===== src/common/csbuf_pkg.sv =====
// package: constants and carriers for the channel status block buffer
package csbuf_pkg;
  localparam int          BLOCK_BYTES     = 24;
  localparam int          RESERVED_BYTES  = 5;
  localparam int          FIFO_DEPTH      = 32;
  localparam logic [7:0]  ADDR_BUF_BASE   = 8'h20;
  localparam logic [7:0]  ADDR_BUF_LAST   = 8'h4f;
  localparam logic [7:0]  ADDR_CTRL       = 8'h10;
  localparam logic [7:0]  ADDR_STATUS     = 8'h11;
  localparam logic [7:0]  RESET_CTRL      = 8'h00;
  localparam logic [15:0] RESET_WORD      = 16'h0000;
  localparam logic [7:0]  CRC_POLY        = 8'h1d;
  localparam logic [7:0]  CRC_INIT        = 8'hff;
  localparam int          CTRL_INH_DE     = 0;
  localparam int          CTRL_INH_EF     = 1;
  localparam int          CTRL_RESERVE    = 2;
  localparam int          CTRL_IEN_DE     = 3;
  localparam int          CTRL_IEN_EF     = 4;
  localparam int          STAT_DE         = 0;
  localparam int          STAT_EF         = 1;
  localparam int          PROFESSIONAL_FORMAT_BIT = 7;

  typedef struct packed {
    logic [4:0]  index;
    logic [15:0] word;
  } cap_word_s;

  typedef struct packed {
    logic       wr;
    logic       rd;
    logic [7:0] addr;
    logic [7:0] wdata;
  } host_req_s;
endpackage : csbuf_pkg


===== src/rtl/csbuf_fifo.sv =====
// file: fifo holding captured status words before the capture buffer
`timescale 1ns/100ps
`default_nettype none
module csbuf_fifo #(
  parameter int WIDTH = 21,
  parameter int DEPTH = 32
) (
  // clock and reset
  input  wire logic             ref_clk,
  input  wire logic             reset_n,
  // filling side
  input  wire logic             in_valid,
  output logic                  in_ready,
  input  wire logic [WIDTH-1:0] in_data,
  // draining side
  output logic                  out_valid,
  input  wire logic             out_ready,
  output logic [WIDTH-1:0]      out_data
);
  localparam int AW = $clog2(DEPTH);
  logic [WIDTH-1:0] mem_r [DEPTH];
  logic [AW-1:0]    wp_r;
  logic [AW-1:0]    rp_r;
  logic [AW:0]      cnt_r;
  logic             push;
  logic             pop;

  assign in_ready  = (cnt_r != (AW+1)'(DEPTH));
  assign out_valid = (cnt_r != '0);
  assign out_data  = mem_r[rp_r];
  assign push      = in_valid && in_ready;
  assign pop       = out_valid && out_ready;

  always_ff @(posedge ref_clk) begin
    if (push) begin
      mem_r[wp_r] <= in_data;
    end
  end

  always_ff @(posedge ref_clk or negedge reset_n) begin
    if (!reset_n) begin
      wp_r  <= '0;
      rp_r  <= '0;
      cnt_r <= '0;
    end else begin
      if (push) begin
        wp_r <= (wp_r == AW'(DEPTH-1)) ? '0 : wp_r + 1'b1;
      end
      if (pop) begin
        rp_r <= (rp_r == AW'(DEPTH-1)) ? '0 : rp_r + 1'b1;
      end
      cnt_r <= cnt_r + (AW+1)'(push) - (AW+1)'(pop);
    end
  end
endmodule : csbuf_fifo
`default_nettype wire


===== src/rtl/chan_status_block_buffer.sv =====
// file: three-stage channel status block buffer with host port
`timescale 1ns/100ps
`default_nettype none
module chan_status_block_buffer #(
  parameter int NBYTES = csbuf_pkg::BLOCK_BYTES
) (
  // clock and reset
  input  wire logic                 ref_clk,
  input  wire logic                 reset_n,
  // receiver side, one bit per channel per frame
  input  wire logic                 rx_bit_valid,
  input  wire logic                 rx_bit_a,
  input  wire logic                 rx_bit_b,
  input  wire logic                 rx_block_start,
  output logic                      rx_bit_ready,
  // transmitter side
  input  wire logic                 tx_block_boundary,
  input  wire logic                 tx_bit_req,
  output logic                      tx_bit_a,
  output logic                      tx_bit_b,
  // control port
  input  wire csbuf_pkg::host_req_s host_req,
  input  wire logic                 run_enable,
  output logic [7:0]                host_rdata,
  output logic                      host_rvalid,
  // user data store, host reached
  input  wire logic                 user_wr,
  input  wire logic [4:0]           user_index,
  input  wire logic [15:0]          user_wdata,
  output logic [15:0]               user_rdata,
  // transfer interrupt
  output logic                      irq
);
  logic [15:0] cap_r  [NBYTES];
  logic [15:0] host_r [NBYTES];
  logic [15:0] tx_r   [NBYTES];
  logic [15:0] user_r [NBYTES];
  logic [7:0]  ctrl_r;
  logic [1:0]  stat_r;
  logic [4:0]  bit_cnt_r;
  logic [15:0] shift_r;
  logic [4:0]  cap_idx_r;
  logic        cap_full_r;
  logic [4:0]  tx_idx_r;
  logic [2:0]  tx_bit_r;
  logic        tx_a_r;
  logic        tx_b_r;
  logic [7:0]  rdata_r;
  logic        rvalid_r;
  logic        irq_r;
  logic [15:0] urd_r;
  logic        fifo_in_valid;
  logic        fifo_in_ready;
  logic        fifo_out_valid;
  csbuf_pkg::cap_word_s fifo_in;
  csbuf_pkg::cap_word_s fifo_out;
  logic        do_de;
  logic        do_ef;
  logic        host_hit;
  logic [4:0]  host_idx;
  logic [7:0]  crc_a;
  logic [7:0]  crc_b;
  logic        professional_a;
  logic        professional_b;

  function automatic logic [7:0] crc8(input logic [7:0] c, input logic [7:0] d);
    logic [7:0] r;
    r = c;
    for (int i = 7; i >= 0; i--) begin
      r = (r[7] ^ d[i]) ? ((r << 1) ^ csbuf_pkg::CRC_POLY) : (r << 1);
    end
    return r;
  endfunction : crc8

  // serial capture: msb first, a word completes every 8 frames
  assign rx_bit_ready  = fifo_in_ready;
  assign fifo_in_valid = rx_bit_valid && fifo_in_ready && (bit_cnt_r[2:0] == 3'd7);
  assign fifo_in.index = cap_idx_r;
  assign fifo_in.word  = {shift_r[14:8], rx_bit_a, shift_r[6:0], rx_bit_b};

  always_ff @(posedge ref_clk or negedge reset_n) begin
    if (!reset_n) begin
      bit_cnt_r <= '0;
      shift_r   <= csbuf_pkg::RESET_WORD;
      cap_idx_r <= '0;
    end else if (rx_bit_valid && fifo_in_ready) begin
      if (rx_block_start) begin
        bit_cnt_r <= 5'd1;
        cap_idx_r <= '0;
        shift_r   <= {7'h00, rx_bit_a, 7'h00, rx_bit_b};
      end else begin
        shift_r   <= {shift_r[14:8], rx_bit_a, shift_r[6:0], rx_bit_b};
        bit_cnt_r <= (bit_cnt_r[2:0] == 3'd7) ? '0 : bit_cnt_r + 5'd1;
        if (bit_cnt_r[2:0] == 3'd7) begin
          cap_idx_r <= (cap_idx_r == 5'(NBYTES-1)) ? '0 : cap_idx_r + 5'd1;
        end
      end
    end
  end

  csbuf_fifo #(
    .WIDTH ($bits(csbuf_pkg::cap_word_s)),
    .DEPTH (csbuf_pkg::FIFO_DEPTH)
  ) u_fifo (
    .ref_clk   (ref_clk),
    .reset_n   (reset_n),
    .in_valid  (fifo_in_valid),
    .in_ready  (fifo_in_ready),
    .in_data   (fifo_in),
    .out_valid (fifo_out_valid),
    .out_ready (!do_de),
    .out_data  (fifo_out)
  );

  // capture buffer written from fifo; full flag marks a whole block
  always_ff @(posedge ref_clk) begin
    if (fifo_out_valid && !do_de) begin
      cap_r[fifo_out.index] <= fifo_out.word;
    end
  end

  // one-cycle boundary pulse: an inhibited boundary is lost, never held over
  always_ff @(posedge ref_clk or negedge reset_n) begin
    if (!reset_n) begin
      cap_full_r <= 1'b0;
    end else begin
      cap_full_r <= fifo_out_valid && !do_de && fifo_out.index == 5'(NBYTES-1);
    end
  end

  // whole block boundaries; inhibited boundaries are dropped
  assign do_de = cap_full_r && !ctrl_r[csbuf_pkg::CTRL_INH_DE];
  assign do_ef = tx_block_boundary && !ctrl_r[csbuf_pkg::CTRL_INH_EF];

  assign host_idx = 5'((host_req.addr - csbuf_pkg::ADDR_BUF_BASE) >> 1);
  assign host_hit = run_enable && host_req.addr >= csbuf_pkg::ADDR_BUF_BASE
                    && host_req.addr <= csbuf_pkg::ADDR_BUF_LAST;

  always_ff @(posedge ref_clk or negedge reset_n) begin
    if (!reset_n) begin
      for (int i = 0; i < NBYTES; i++) begin
        host_r[i] <= csbuf_pkg::RESET_WORD;
      end
    end else begin
      for (int i = 0; i < NBYTES; i++) begin
        if (do_de && (!ctrl_r[csbuf_pkg::CTRL_RESERVE] || i >= csbuf_pkg::RESERVED_BYTES)) begin
          host_r[i] <= cap_r[i];
        end
      end
      if (host_req.wr && host_hit) begin
        if (host_req.addr[0]) begin
          host_r[host_idx][7:0] <= host_req.wdata;
        end else begin
          host_r[host_idx][15:8] <= host_req.wdata;
        end
      end
    end
  end

  // check byte over first 23 bytes of each channel
  assign professional_a = host_r[0][8 + csbuf_pkg::PROFESSIONAL_FORMAT_BIT];
  assign professional_b = host_r[0][csbuf_pkg::PROFESSIONAL_FORMAT_BIT];
  always_comb begin
    crc_a = csbuf_pkg::CRC_INIT;
    crc_b = csbuf_pkg::CRC_INIT;
    for (int i = 0; i < NBYTES - 1; i++) begin
      crc_a = crc8(crc_a, host_r[i][15:8]);
      crc_b = crc8(crc_b, host_r[i][7:0]);
    end
  end

  always_ff @(posedge ref_clk or negedge reset_n) begin
    if (!reset_n) begin
      for (int i = 0; i < NBYTES; i++) begin
        tx_r[i] <= csbuf_pkg::RESET_WORD;
      end
    end else if (do_ef) begin
      for (int i = 0; i < NBYTES - 1; i++) begin
        tx_r[i] <= host_r[i];
      end
      tx_r[NBYTES-1][15:8] <= professional_a ? crc_a : host_r[NBYTES-1][15:8];
      tx_r[NBYTES-1][7:0]  <= professional_b ? crc_b : host_r[NBYTES-1][7:0];
    end
  end

  // transmit serialiser, msb first
  always_ff @(posedge ref_clk or negedge reset_n) begin
    if (!reset_n) begin
      tx_idx_r <= '0;
      tx_bit_r <= 3'd7;
      tx_a_r   <= 1'b0;
      tx_b_r   <= 1'b0;
    end else if (tx_block_boundary) begin
      tx_idx_r <= '0;
      tx_bit_r <= 3'd7;
    end else if (tx_bit_req) begin
      tx_a_r   <= tx_r[tx_idx_r][8 + tx_bit_r];
      tx_b_r   <= tx_r[tx_idx_r][tx_bit_r];
      tx_bit_r <= tx_bit_r - 3'd1;
      if (tx_bit_r == 3'd0) begin
        tx_idx_r <= (tx_idx_r == 5'(NBYTES-1)) ? '0 : tx_idx_r + 5'd1;
      end
    end
  end

  // control, status (write one to clear, set wins) and readback
  always_ff @(posedge ref_clk or negedge reset_n) begin
    if (!reset_n) begin
      ctrl_r <= csbuf_pkg::RESET_CTRL;
    end else if (host_req.wr && host_req.addr == csbuf_pkg::ADDR_CTRL) begin
      ctrl_r <= host_req.wdata;
    end
  end

  always_ff @(posedge ref_clk or negedge reset_n) begin
    if (!reset_n) begin
      stat_r <= '0;
    end else begin
      for (int i = 0; i < 2; i++) begin
        if ((i == 0) ? do_de : do_ef) begin
          stat_r[i] <= 1'b1;
        end else if (host_req.wr && host_req.addr == csbuf_pkg::ADDR_STATUS
                     && host_req.wdata[i]) begin
          stat_r[i] <= 1'b0;
        end
      end
    end
  end

  always_ff @(posedge ref_clk or negedge reset_n) begin
    if (!reset_n) begin
      irq_r <= 1'b0;
    end else begin
      irq_r <= (stat_r[csbuf_pkg::STAT_DE] && ctrl_r[csbuf_pkg::CTRL_IEN_DE])
            || (stat_r[csbuf_pkg::STAT_EF] && ctrl_r[csbuf_pkg::CTRL_IEN_EF]);
    end
  end

  always_ff @(posedge ref_clk or negedge reset_n) begin
    if (!reset_n) begin
      rdata_r  <= '0;
      rvalid_r <= 1'b0;
    end else begin
      rvalid_r <= host_req.rd;
      if (host_req.rd) begin
        if (host_hit) begin
          rdata_r <= host_req.addr[0] ? host_r[host_idx][7:0] : host_r[host_idx][15:8];
        end else if (host_req.addr == csbuf_pkg::ADDR_CTRL) begin
          rdata_r <= ctrl_r;
        end else if (host_req.addr == csbuf_pkg::ADDR_STATUS) begin
          rdata_r <= {6'h00, stat_r};
        end else begin
          rdata_r <= '0;
        end
      end
    end
  end

  // user store, kept for the host
  always_ff @(posedge ref_clk or negedge reset_n) begin
    if (!reset_n) begin
      urd_r <= '0;
      for (int i = 0; i < NBYTES; i++) begin
        user_r[i] <= csbuf_pkg::RESET_WORD;
      end
    end else begin
      if (user_wr && run_enable) begin
        user_r[user_index] <= user_wdata;
      end
      urd_r <= user_r[user_index];
    end
  end

  assign tx_bit_a    = tx_a_r;
  assign tx_bit_b    = tx_b_r;
  assign host_rdata  = rdata_r;
  assign host_rvalid = rvalid_r;
  assign user_rdata  = urd_r;
  assign irq         = irq_r;

  // checks sit by the transfer logic; writes are excluded where they may win
  a_de_sets_flag: assert property (@(posedge ref_clk) disable iff (!reset_n)
    do_de |=> stat_r[csbuf_pkg::STAT_DE]) else $error("de flag not set");
  a_ef_inhibit: assert property (@(posedge ref_clk) disable iff (!reset_n)
    ctrl_r[csbuf_pkg::CTRL_INH_EF] && tx_block_boundary
    |=> tx_r[1] == $past(tx_r[1])) else $error("ef ran inhibited");
  a_de_inhibit: assert property (@(posedge ref_clk) disable iff (!reset_n)
    ctrl_r[csbuf_pkg::CTRL_INH_DE] && !host_req.wr
    |=> host_r[NBYTES-1] == $past(host_r[NBYTES-1])) else $error("de ran inhibited");
  a_reserve_keeps: assert property (@(posedge ref_clk) disable iff (!reset_n)
    do_de && ctrl_r[csbuf_pkg::CTRL_RESERVE] && !host_req.wr
    |=> host_r[0] == $past(host_r[0])) else $error("reserved byte changed");
  a_full_copy: assert property (@(posedge ref_clk) disable iff (!reset_n)
    do_de && !ctrl_r[csbuf_pkg::CTRL_RESERVE] && !host_req.wr
    |=> host_r[0] == $past(cap_r[0])) else $error("byte 0 not copied");
  a_ef_copy: assert property (@(posedge ref_clk) disable iff (!reset_n)
    do_ef |=> tx_r[1] == $past(host_r[1])) else $error("tx copy wrong");
  a_crc_insert: assert property (@(posedge ref_clk) disable iff (!reset_n)
    do_ef && professional_a |=> tx_r[NBYTES-1][15:8] == $past(crc_a))
    else $error("check byte missing");
  a_plain_last: assert property (@(posedge ref_clk) disable iff (!reset_n)
    do_ef && !professional_b |=> tx_r[NBYTES-1][7:0] == $past(host_r[NBYTES-1][7:0]))
    else $error("last byte altered");
  a_irq_follows: assert property (@(posedge ref_clk) disable iff (!reset_n)
    do_ef && ctrl_r[csbuf_pkg::CTRL_IEN_EF] ##1 ctrl_r[csbuf_pkg::CTRL_IEN_EF] |=> irq)
    else $error("irq missing");
  a_irq_quiet: assert property (@(posedge ref_clk) disable iff (!reset_n)
    !stat_r[csbuf_pkg::STAT_DE] && !stat_r[csbuf_pkg::STAT_EF] |=> !irq)
    else $error("irq without flag");
  a_cap_write: assert property (@(posedge ref_clk) disable iff (!reset_n)
    fifo_out_valid && !do_de
    |=> cap_r[$past(fifo_out.index)] == $past(fifo_out.word)) else $error("capture word lost");
  a_de_no_defer: assert property (@(posedge ref_clk) disable iff (!reset_n)
    cap_full_r |=> !cap_full_r) else $error("block boundary held over");
  a_rd_answer: assert property (@(posedge ref_clk) disable iff (!reset_n)
    host_req.rd |=> host_rvalid) else $error("read not answered");
  a_word_split: assert property (@(posedge ref_clk) disable iff (!reset_n)
    host_req.wr && host_hit && !host_req.addr[0]
    |=> host_r[$past(host_idx)][15:8] == $past(host_req.wdata)) else $error("a byte not written");
  a_tx_restart: assert property (@(posedge ref_clk) disable iff (!reset_n)
    tx_block_boundary |=> tx_idx_r == '0 && tx_bit_r == 3'h7)
    else $error("serialiser not restarted");
  c_de: cover property (@(posedge ref_clk) do_de);
  c_ef_professional: cover property (@(posedge ref_clk) do_ef && professional_a);
  c_reserve: cover property (@(posedge ref_clk) do_de && ctrl_r[csbuf_pkg::CTRL_RESERVE]);
  c_de_skipped: cover property (@(posedge ref_clk) cap_full_r && ctrl_r[csbuf_pkg::CTRL_INH_DE]);
  c_ef_skipped: cover property (@(posedge ref_clk)
    tx_block_boundary && ctrl_r[csbuf_pkg::CTRL_INH_EF]);
endmodule : chan_status_block_buffer
`default_nettype wire


===== config.mk =====
export PLATFORM = sky130hd
export DESIGN_NAME = chan_status_block_buffer
export DESIGN_NICKNAME = d
export VERILOG_FILES = /design/src/common/csbuf_pkg.sv /design/src/rtl/csbuf_fifo.sv /design/src/rtl/chan_status_block_buffer.sv
export SDC_FILE = /design/constraint.sdc
export NUM_CORES = 2
export LEC_CHECK = 0
export BUFFER_PORTS_ARGS = -buffer_cell sky130_fd_sc_hd__clkbuf_2
export CORE_AREA = 2 2 542 544
export DETAILED_ROUTE_END_ITERATION = 10
export DIE_AREA = 0 0 544 546
export PLACE_DENSITY_LB_ADDON = 0.2
export SYNTH_ARGS = -nofsm -noshare
export SYNTH_HDL_FRONTEND = slang
export SYNTH_SLANG_ARGS = --single-unit

===== constraint.sdc =====
create_clock -name ref_clk -period 10.6 [get_ports ref_clk]
set_input_delay 1.06 -clock ref_clk [delete_from_list [all_inputs] [get_ports ref_clk]]
set_output_delay 1.06 -clock ref_clk [all_outputs]
set_load 0.02 [all_outputs]

# [After elaboration in Yosys (flattened, before gate mapping)]
# Memory sizes are Yosys's and may differ from the RTL's.
# Cells that the tools add are included.
[totals] register_bits=1240 output_inout_bits=29 inputBits=49 memories=2 elab_cells=1335 mem_bits_rw=1056
[mem_list] memory="u_fifo.mem_r" depth=32 width=21 rd=1 rd_ports_with_merged_regs=0 wr=1 line_no="csbuf_fifo.sv:21" source="logic [WIDTH-1:0] mem_r [DEPTH];"
[mem_list] memory="cap_r" depth=24 width=16 rd=24 rd_ports_with_merged_regs=0 wr=1 line_no="chan_status_block_buffer.sv:34" source="logic [15:0] cap_r [NBYTES];"
[classes] n_bitwise=736 addsub=10 mux=444 n_eq_ne=9 n_reduce_logical=35 n_lt_le_gt_ge=9
[ops] op="two-way mux 5 bit" count=379
[ops] op="NOT 4 bit" count=366
[ops] op="bitwise mux 384 bit" count=3
[ops] op="two-way mux 384 bit" count=2
[ops] op="two-way mux 16 bit" count=32
[ops] op="XOR 1 bit" count=360
[ops] op="binary-select mux 16 bit (select 5 bit)" count=3
[ops] op="demux 16 bit (select 5 bit)" count=3
[ops] op="two-way mux 8 bit" count=6
[ops] op="< comparator 32 x 5 -> 1 bit, second input constant" count=1
[ops] op="adder 5 x 1 -> 5 bit, second input constant" count=5
[ops] op="== test 5 bit, second input constant" count=5
[ops] op="logical AND 1 bit" count=20
[ops] op="greater-or-equal comparator 6 bit, second input constant" count=3
[ops] op="NOT 5 -> 6 bit" count=3
[ops] op="== test 8 x 5 -> 1 bit, second input constant" count=2
[ops] op="two-way mux 15 bit" count=1
[ops] op="< comparator 6 x 1 -> 1 bit, second input constant" count=2
[ops] op="two-way mux 1 bit" count=10
[ops] op="nonzero test 2 bit" count=5
[ops] op="greater-or-equal comparator 8 x 6 -> 1 bit, second input constant" count=1
[ops] op="less-or-equal comparator 8 x 7 -> 1 bit, second input constant" count=1
[ops] op="adder 6 x 1 -> 6 bit" count=1
[ops] op="two-way mux 3 bit" count=2
[ops] op="other kinds (17)" count=27

# [Depth between registers and ports, before layout]
[logic_depth] depth_word=368 ltp_mapped=32 mapped_depth_nobuf=30

# [Hierarchy]
# A second synthesis with hierarchy kept.
[unflattened] cells_unflattened=8652 hier_area_um2=118456.1
[by_module_without_submodules] mod="chan_status_block_buffer" seq_area_each_um2=42089.1 cells_each=7179 instances=1 area_per_inst_um2=91489.0
[by_module_without_submodules] mod="csbuf_fifo" seq_area_each_um2=20579.7 cells_each=1473 instances=1 area_per_inst_um2=26967.1

# [Least setup slack after synthesis]
# OpenSTA, ideal clock, no wires.
[synth_path] kind="register to register" startpoint="reg host_r[378] (netlist bit)" endpoint="reg tx_r[12] (netlist bit)" t_arrival_ns=11.597 setup_slack_ns=-1.134 required_time_ns=10.463 period_less_slack_ns=11.734 path_stages_with_launch=33 n_path_buf=2 setup_time_ns=0.137 cell_sequence="dfrtp_1 -> buf_4 -> xor2_2 -> xnor2_1 -> xnor3_2 -> xnor3_4 -> xor2_2 -> xnor3_1 -> xnor3_4 -> xnor3_1 -> xnor3_2 -> xor2_4 -> xnor3_1 -> buf_6 -> xnor3_1 -> xnor3_1 -> xnor3_1 -> xor3_1 -> xnor2_2 -> xnor3_1 -> xnor3_2 -> xor3_1 -> xor2_2 -> xor3_2 -> xnor3_1 -> xnor3_1 -> xnor3_2 -> xnor3_1 -> xnor2_2 -> xnor3_2 -> xnor3_1 -> mux2i_1 -> a21oi_1"
[synth_between] elab_chain_cells=205 word_cells_on_any_way=531 classes_between="180 x mux; 351 x bitwise"
[synth_rtl] item="start, declared" line_no="chan_status_block_buffer.sv:35" source="logic [15:0] host_r [NBYTES];"
[synth_rtl] item="start signal, assigned by index" line_no="chan_status_block_buffer.sv:142" source="host_r[i] <= csbuf_pkg::RESET_WORD;"
[synth_rtl] item="start signal, assigned by index" line_no="chan_status_block_buffer.sv:147" source="host_r[i] <= cap_r[i];"
[synth_rtl] item="start signal, assigned by index" line_no="chan_status_block_buffer.sv:152" source="host_r[host_idx][7:0] <= host_req.wdata;"
[synth_rtl] item="XOR 1 bit (*)" line_no="chan_status_block_buffer.sv:70" source="r = (r[7] ^ d[i]) ? ((r << 1) ^ csbuf_pkg::CRC_POLY) : (r << 1);"
[synth_rtl] item="two-way mux 5 bit (*)" line_no="chan_status_block_buffer.sv:70"
[synth_rtl] item="NOT 4 bit (no source line) or two-way mux 5 bit (tied branches)"
[synth_rtl] item="two-way mux 5 bit or NOT 4 bit (tied branches)"
[synth_rtl] item="NOT 4 bit (no source line) or two-way mux 5 bit (tied branches)"
[synth_rtl] item="two-way mux 5 bit or NOT 4 bit (tied branches)"
[synth_rtl] item="XOR 1 bit or two-way mux 5 bit (tied branches)" line_no="chan_status_block_buffer.sv:70"
[synth_rtl] item="two-way mux 5 bit or NOT 4 bit (tied branches)"
[synth_rtl] item="[... 189 more ...]"
[synth_rtl] item="two-way mux 5 bit" line_no="chan_status_block_buffer.sv:70"
[synth_rtl] item="NOT 4 bit (no source line) or XOR 1 bit (tied branches)"
[synth_rtl] item="two-way mux 5 bit" line_no="chan_status_block_buffer.sv:70"
[synth_rtl] item="NOT 4 bit (no source line)"
[synth_rtl] item="two-way mux 5 bit" line_no="chan_status_block_buffer.sv:70"
[synth_rtl] item="NOT 4 bit (no source line)"
[synth_rtl] item="two-way mux 5 bit (*)" line_no="chan_status_block_buffer.sv:70"
[synth_rtl] item="two-way mux 8 bit (*)" line_no="chan_status_block_buffer.sv:181" source="tx_r[NBYTES-1][15:8] <= professional_a ? crc_a : host_r[NBYTES-1][15:8];"
[synth_rtl] item="end signal, assigned by index" line_no="chan_status_block_buffer.sv:179" source="tx_r[i] <= host_r[i];"
[synth_rtl] item="end signal, assigned by index" line_no="chan_status_block_buffer.sv:181"
[synth_rtl] item="end signal, assigned by index" line_no="chan_status_block_buffer.sv:182" source="tx_r[NBYTES-1][7:0] <= professional_b ? crc_b : host_r[NBYTES-1][7:0];"
[synth_rtl] item="end, declared" line_no="chan_status_block_buffer.sv:36" source="logic [15:0] tx_r [NBYTES];"
# Every way passes the cells marked *; elsewhere a longest branch is shown, timed or not.
# A chain may end at the register's enable or synchronous reset.

# [Final worst setup path]
[layout_path] startpoint="reg host_r[366] (netlist bit)" endpoint="reg tx_r[12] (netlist bit)"
[layout_between] elab_chain_cells=199 word_cells_on_any_way=519 classes_between="176 x mux; 343 x bitwise"
[layout_rtl] item="XOR 1 bit (*)" line_no="chan_status_block_buffer.sv:70"
[layout_rtl] item="two-way mux 5 bit (*)" line_no="chan_status_block_buffer.sv:70"
[layout_rtl] item="NOT 4 bit (no source line) or two-way mux 5 bit (tied branches)"
[layout_rtl] item="two-way mux 5 bit or NOT 4 bit (tied branches)"
[layout_rtl] item="NOT 4 bit (no source line) or two-way mux 5 bit (tied branches)"
[layout_rtl] item="two-way mux 5 bit or NOT 4 bit (tied branches)"
[layout_rtl] item="XOR 1 bit or two-way mux 5 bit (tied branches)" line_no="chan_status_block_buffer.sv:70"
[layout_rtl] item="two-way mux 5 bit or NOT 4 bit (tied branches) (2 in series)"
[layout_rtl] item="[... 182 more ...]"
[layout_rtl] item="two-way mux 5 bit" line_no="chan_status_block_buffer.sv:70"
[layout_rtl] item="NOT 4 bit (no source line) or XOR 1 bit (tied branches)"
[layout_rtl] item="two-way mux 5 bit" line_no="chan_status_block_buffer.sv:70"
[layout_rtl] item="NOT 4 bit (no source line)"
[layout_rtl] item="two-way mux 5 bit" line_no="chan_status_block_buffer.sv:70"
[layout_rtl] item="NOT 4 bit (no source line)"
[layout_rtl] item="two-way mux 5 bit (*)" line_no="chan_status_block_buffer.sv:70"
[layout_rtl] item="two-way mux 8 bit (*)" line_no="chan_status_block_buffer.sv:181"
# Marks and branches as above.

==> impl_metrics.ini <==
[outcome]
status = finished, violations left
violations = negative setup slack

[clocking]
root_buffer = clkbuf_16
clock_latency_ns = 0.92
cts_tree = built
cts_inserted_buffers = 262
clock-sinks = 2293
clk_pin_slew_worst_paths_ns = 0.06
htree_levels = 5
hold_buffers = 0
clk_path_buf_depth = 4

[finish]
postLayoutCellArea_um2 = 136900
layout_commonest_cell = nand2_1
drive_gt1_share_pct = 30.65
area_delta_synth_final_pct = 18.22
finalNetCount = 8945
fill_cells = 25410
final_cell_mix = 1737 x nand2_1, 1216 x dfrtp_1, 1056 x edfxtp_1

[synthesis]
synthArstFlopShare_pct = 53.95
ys_warn_count = 0
synth_edf_count = 1056
synthCells = 8199
yosysSeqAreaShare_pct = 54.11
synthFlopType = dfrtp_1
synthTopCellsByArea = edfxtp_1 27%, dfrtp_1 27%, mux4_2 10%
syn_nets = 8271
ys_seq_elements = 2293
yosysUniqueCellTypes = 64
synth_area_leader_cell = edfxtp_1
avgSynthCellArea_um2 = 14.13
synth_area_um2 = 115800
synthDominantCellAreaShare_pct = 27.38

[min_path]
hold_class = input port to async pin

[critical_path]
end_kind = flop
crit_family = XOR/XNOR gates
r2r_slack_ns = -0.61
path_buf_inv = 7
path_class = flop to flop
cp_data_arrival_time_ns = 11.95
ff2ff_path_depth = 37
setup.worst_path.start_class = flop
worst-path-max-fanout = 8
r2r_end = tx_r[12]
slowest_delay_ns = 0.47
slowest_stage = xor3_2
worst_path_most_repeated_cell = xnor3_1
r2r-start = host_r[366]
cp.required_ns = 11.33

[route]
wl_per_cell_um = 27.15
antenna_left = 0
drt_first_iter_violations = 6892
routed_via_density = 5.410
drc_errors = 0
num_vias = 70380
dr.pass1.iters = 6
wl_um = 353100

[run]
maxCapViolations = 0

[sta]
worst_pin_slew_ns = 1.320
finalMaxSlewViolations = 0
hold_viol_final = 0
rsz0062_at_grt = yes
clock_skew_ns = 0.08434
finalCritPeriodShare_pct = 105.8
timing.fmax_mhz = 89.17
slew_headroom_pct = 11.84
setup_viol = 16
fin_ws_ns = -0.6148
finalCriticalPeriod_ns = 11.21

[place]
routabilityCongestion = 0.8732
port_buffers = 77
pre_cts_slack_ns = -0.7663
placed_area_um2 = 126400
hpwl_um = 229200

[global_routing]
grt_use_total_pct = 23.71
grt_overflow = 0
antenna_found_initial = 16
grt_max_degree = 180
grt_pass1_wl_um = 516600
grt_pass1_vias = 72690

[die]
dieArea_um2 = 297000
io_pins = 78
row_count = 199
chipWidth_um = 544
start_util_pct = 39.66
die_h_um = 546
core_area_um2 = 292100
-- stage by stage --
step	instances	hold slack, ns	utilization, %	TNS, ns
final	13010	0.1096	46.88	-5.925
after global routing	13010	0.1818	46.88	-13.11
after CTS	12990	0.1526	46.70	-6.095
after detailed placement	12450	0.4575	43.28	-9.524
after global placement	12450	0.4526	43.28	-9.094
after floorplan	8199	0.4335	-	-0.3457
-- cell type report --
type / count / area, µm² / area share (%)
antenna: 5 / 12.51 / 0.009138
clock buffer: 352 / 7316 / 5.343
clock inverter: 124 / 1299 / 0.9485
inverter: 33 / 123.9 / 0.09047
multi-input combinational: 5350 / 53480 / 39.06
sequential: 2293 / 62700 / 45.79
tap: 3919 / 4903 / 3.581
timing repair buffer: 933 / 7089 / 5.178
-- cell usage after synthesis, types with 155 or more instances --
| cell | number |
|---|---|
| xor2_1 | 215 |
| mux2i_1 | 264 |
| nand2_1 | 1737 |
| a31oi_1 | 155 |
| clkbuf_1 | 434 |
| mux2_2 | 419 |
| xnor2_1 | 556 |
| mux4_2 | 526 |
| xnor3_1 | 413 |
| dfrtp_1 | 1234 |
| nor2_1 | 330 |
| o21ai_0 | 244 |
| edfxtp_1 | 1056 |
-- worst reg2reg max path, delay by kind of cell (launching register included) --
family | cells | cell delay (ns)
muxes | 1 | 0.13
xor gates and xnor gates | 28 | 9.36
AOI/OAI and AO/OA | 1 | 0.08
DFF | 1 | 0.44
buffers and inverters | 7 | 1.08
-- flip-flops by register name, indices dropped and copies added, names as in the netlist, 5 cells and up --
signal,cells
user_rdata,16
cap_idx_r,5
tx_r,384
cap_r,384
u_fifo.mem_r,672
ctrl_r,8
host_rdata,8
u_fifo.wp_r,5
tx_idx_r,5
shift_r,14
u_fifo.rp_r,5
u_fifo.cnt_r,6
host_r,384
user_r,384
-- how the worst max path moves through the flow --
| stage | start | end | slack [ns] | cells past startpoint |
|---|---|---|---|---|
| final | host_r[366] | tx_r[12] | -0.61 | 37 |
| after detailed placement | host_r[366] | tx_r[12] | -0.77 | 33 |
| after global placement | host_r[366] | tx_r[12] | -0.77 | 31 |
| after CTS | host_r[378] | tx_r[12] | -0.68 | 39 |
| after floorplan | host_r[380] | tx_r[12] | -0.31 | 31 |
| after global routing | host_r[378] | tx_r[12] | -1.09 | 38 |
-- cell families after synthesis --
kind of cell | share of synthesized area (%)
simple gates | 7.312
flops | 54.11
compound gates | 2.937
mux | 16.58
buf+inv | 1.846
fa+ha+maj | 0.2549
xor+xnor | 16.96
-- repair_timing --
action	CTS	global route
pin swaps	75	22
resized for setup	173	68
endpoints found under the setup margin	16	16
setup buffers	59	20
cloned	0	0
-- routing by layer --
layer	track usage, %	wire (µm)	part of all wire, %
met1	31.84	146100	41
met5	0	48	0.014
met2	39.65	174800	49
met4	8.607	13490	3.8
met3	2.764	18730	5.3
Power is not shown: default switching activity piles up to over one toggle a cycle in this logic, so the estimate is an artifact.
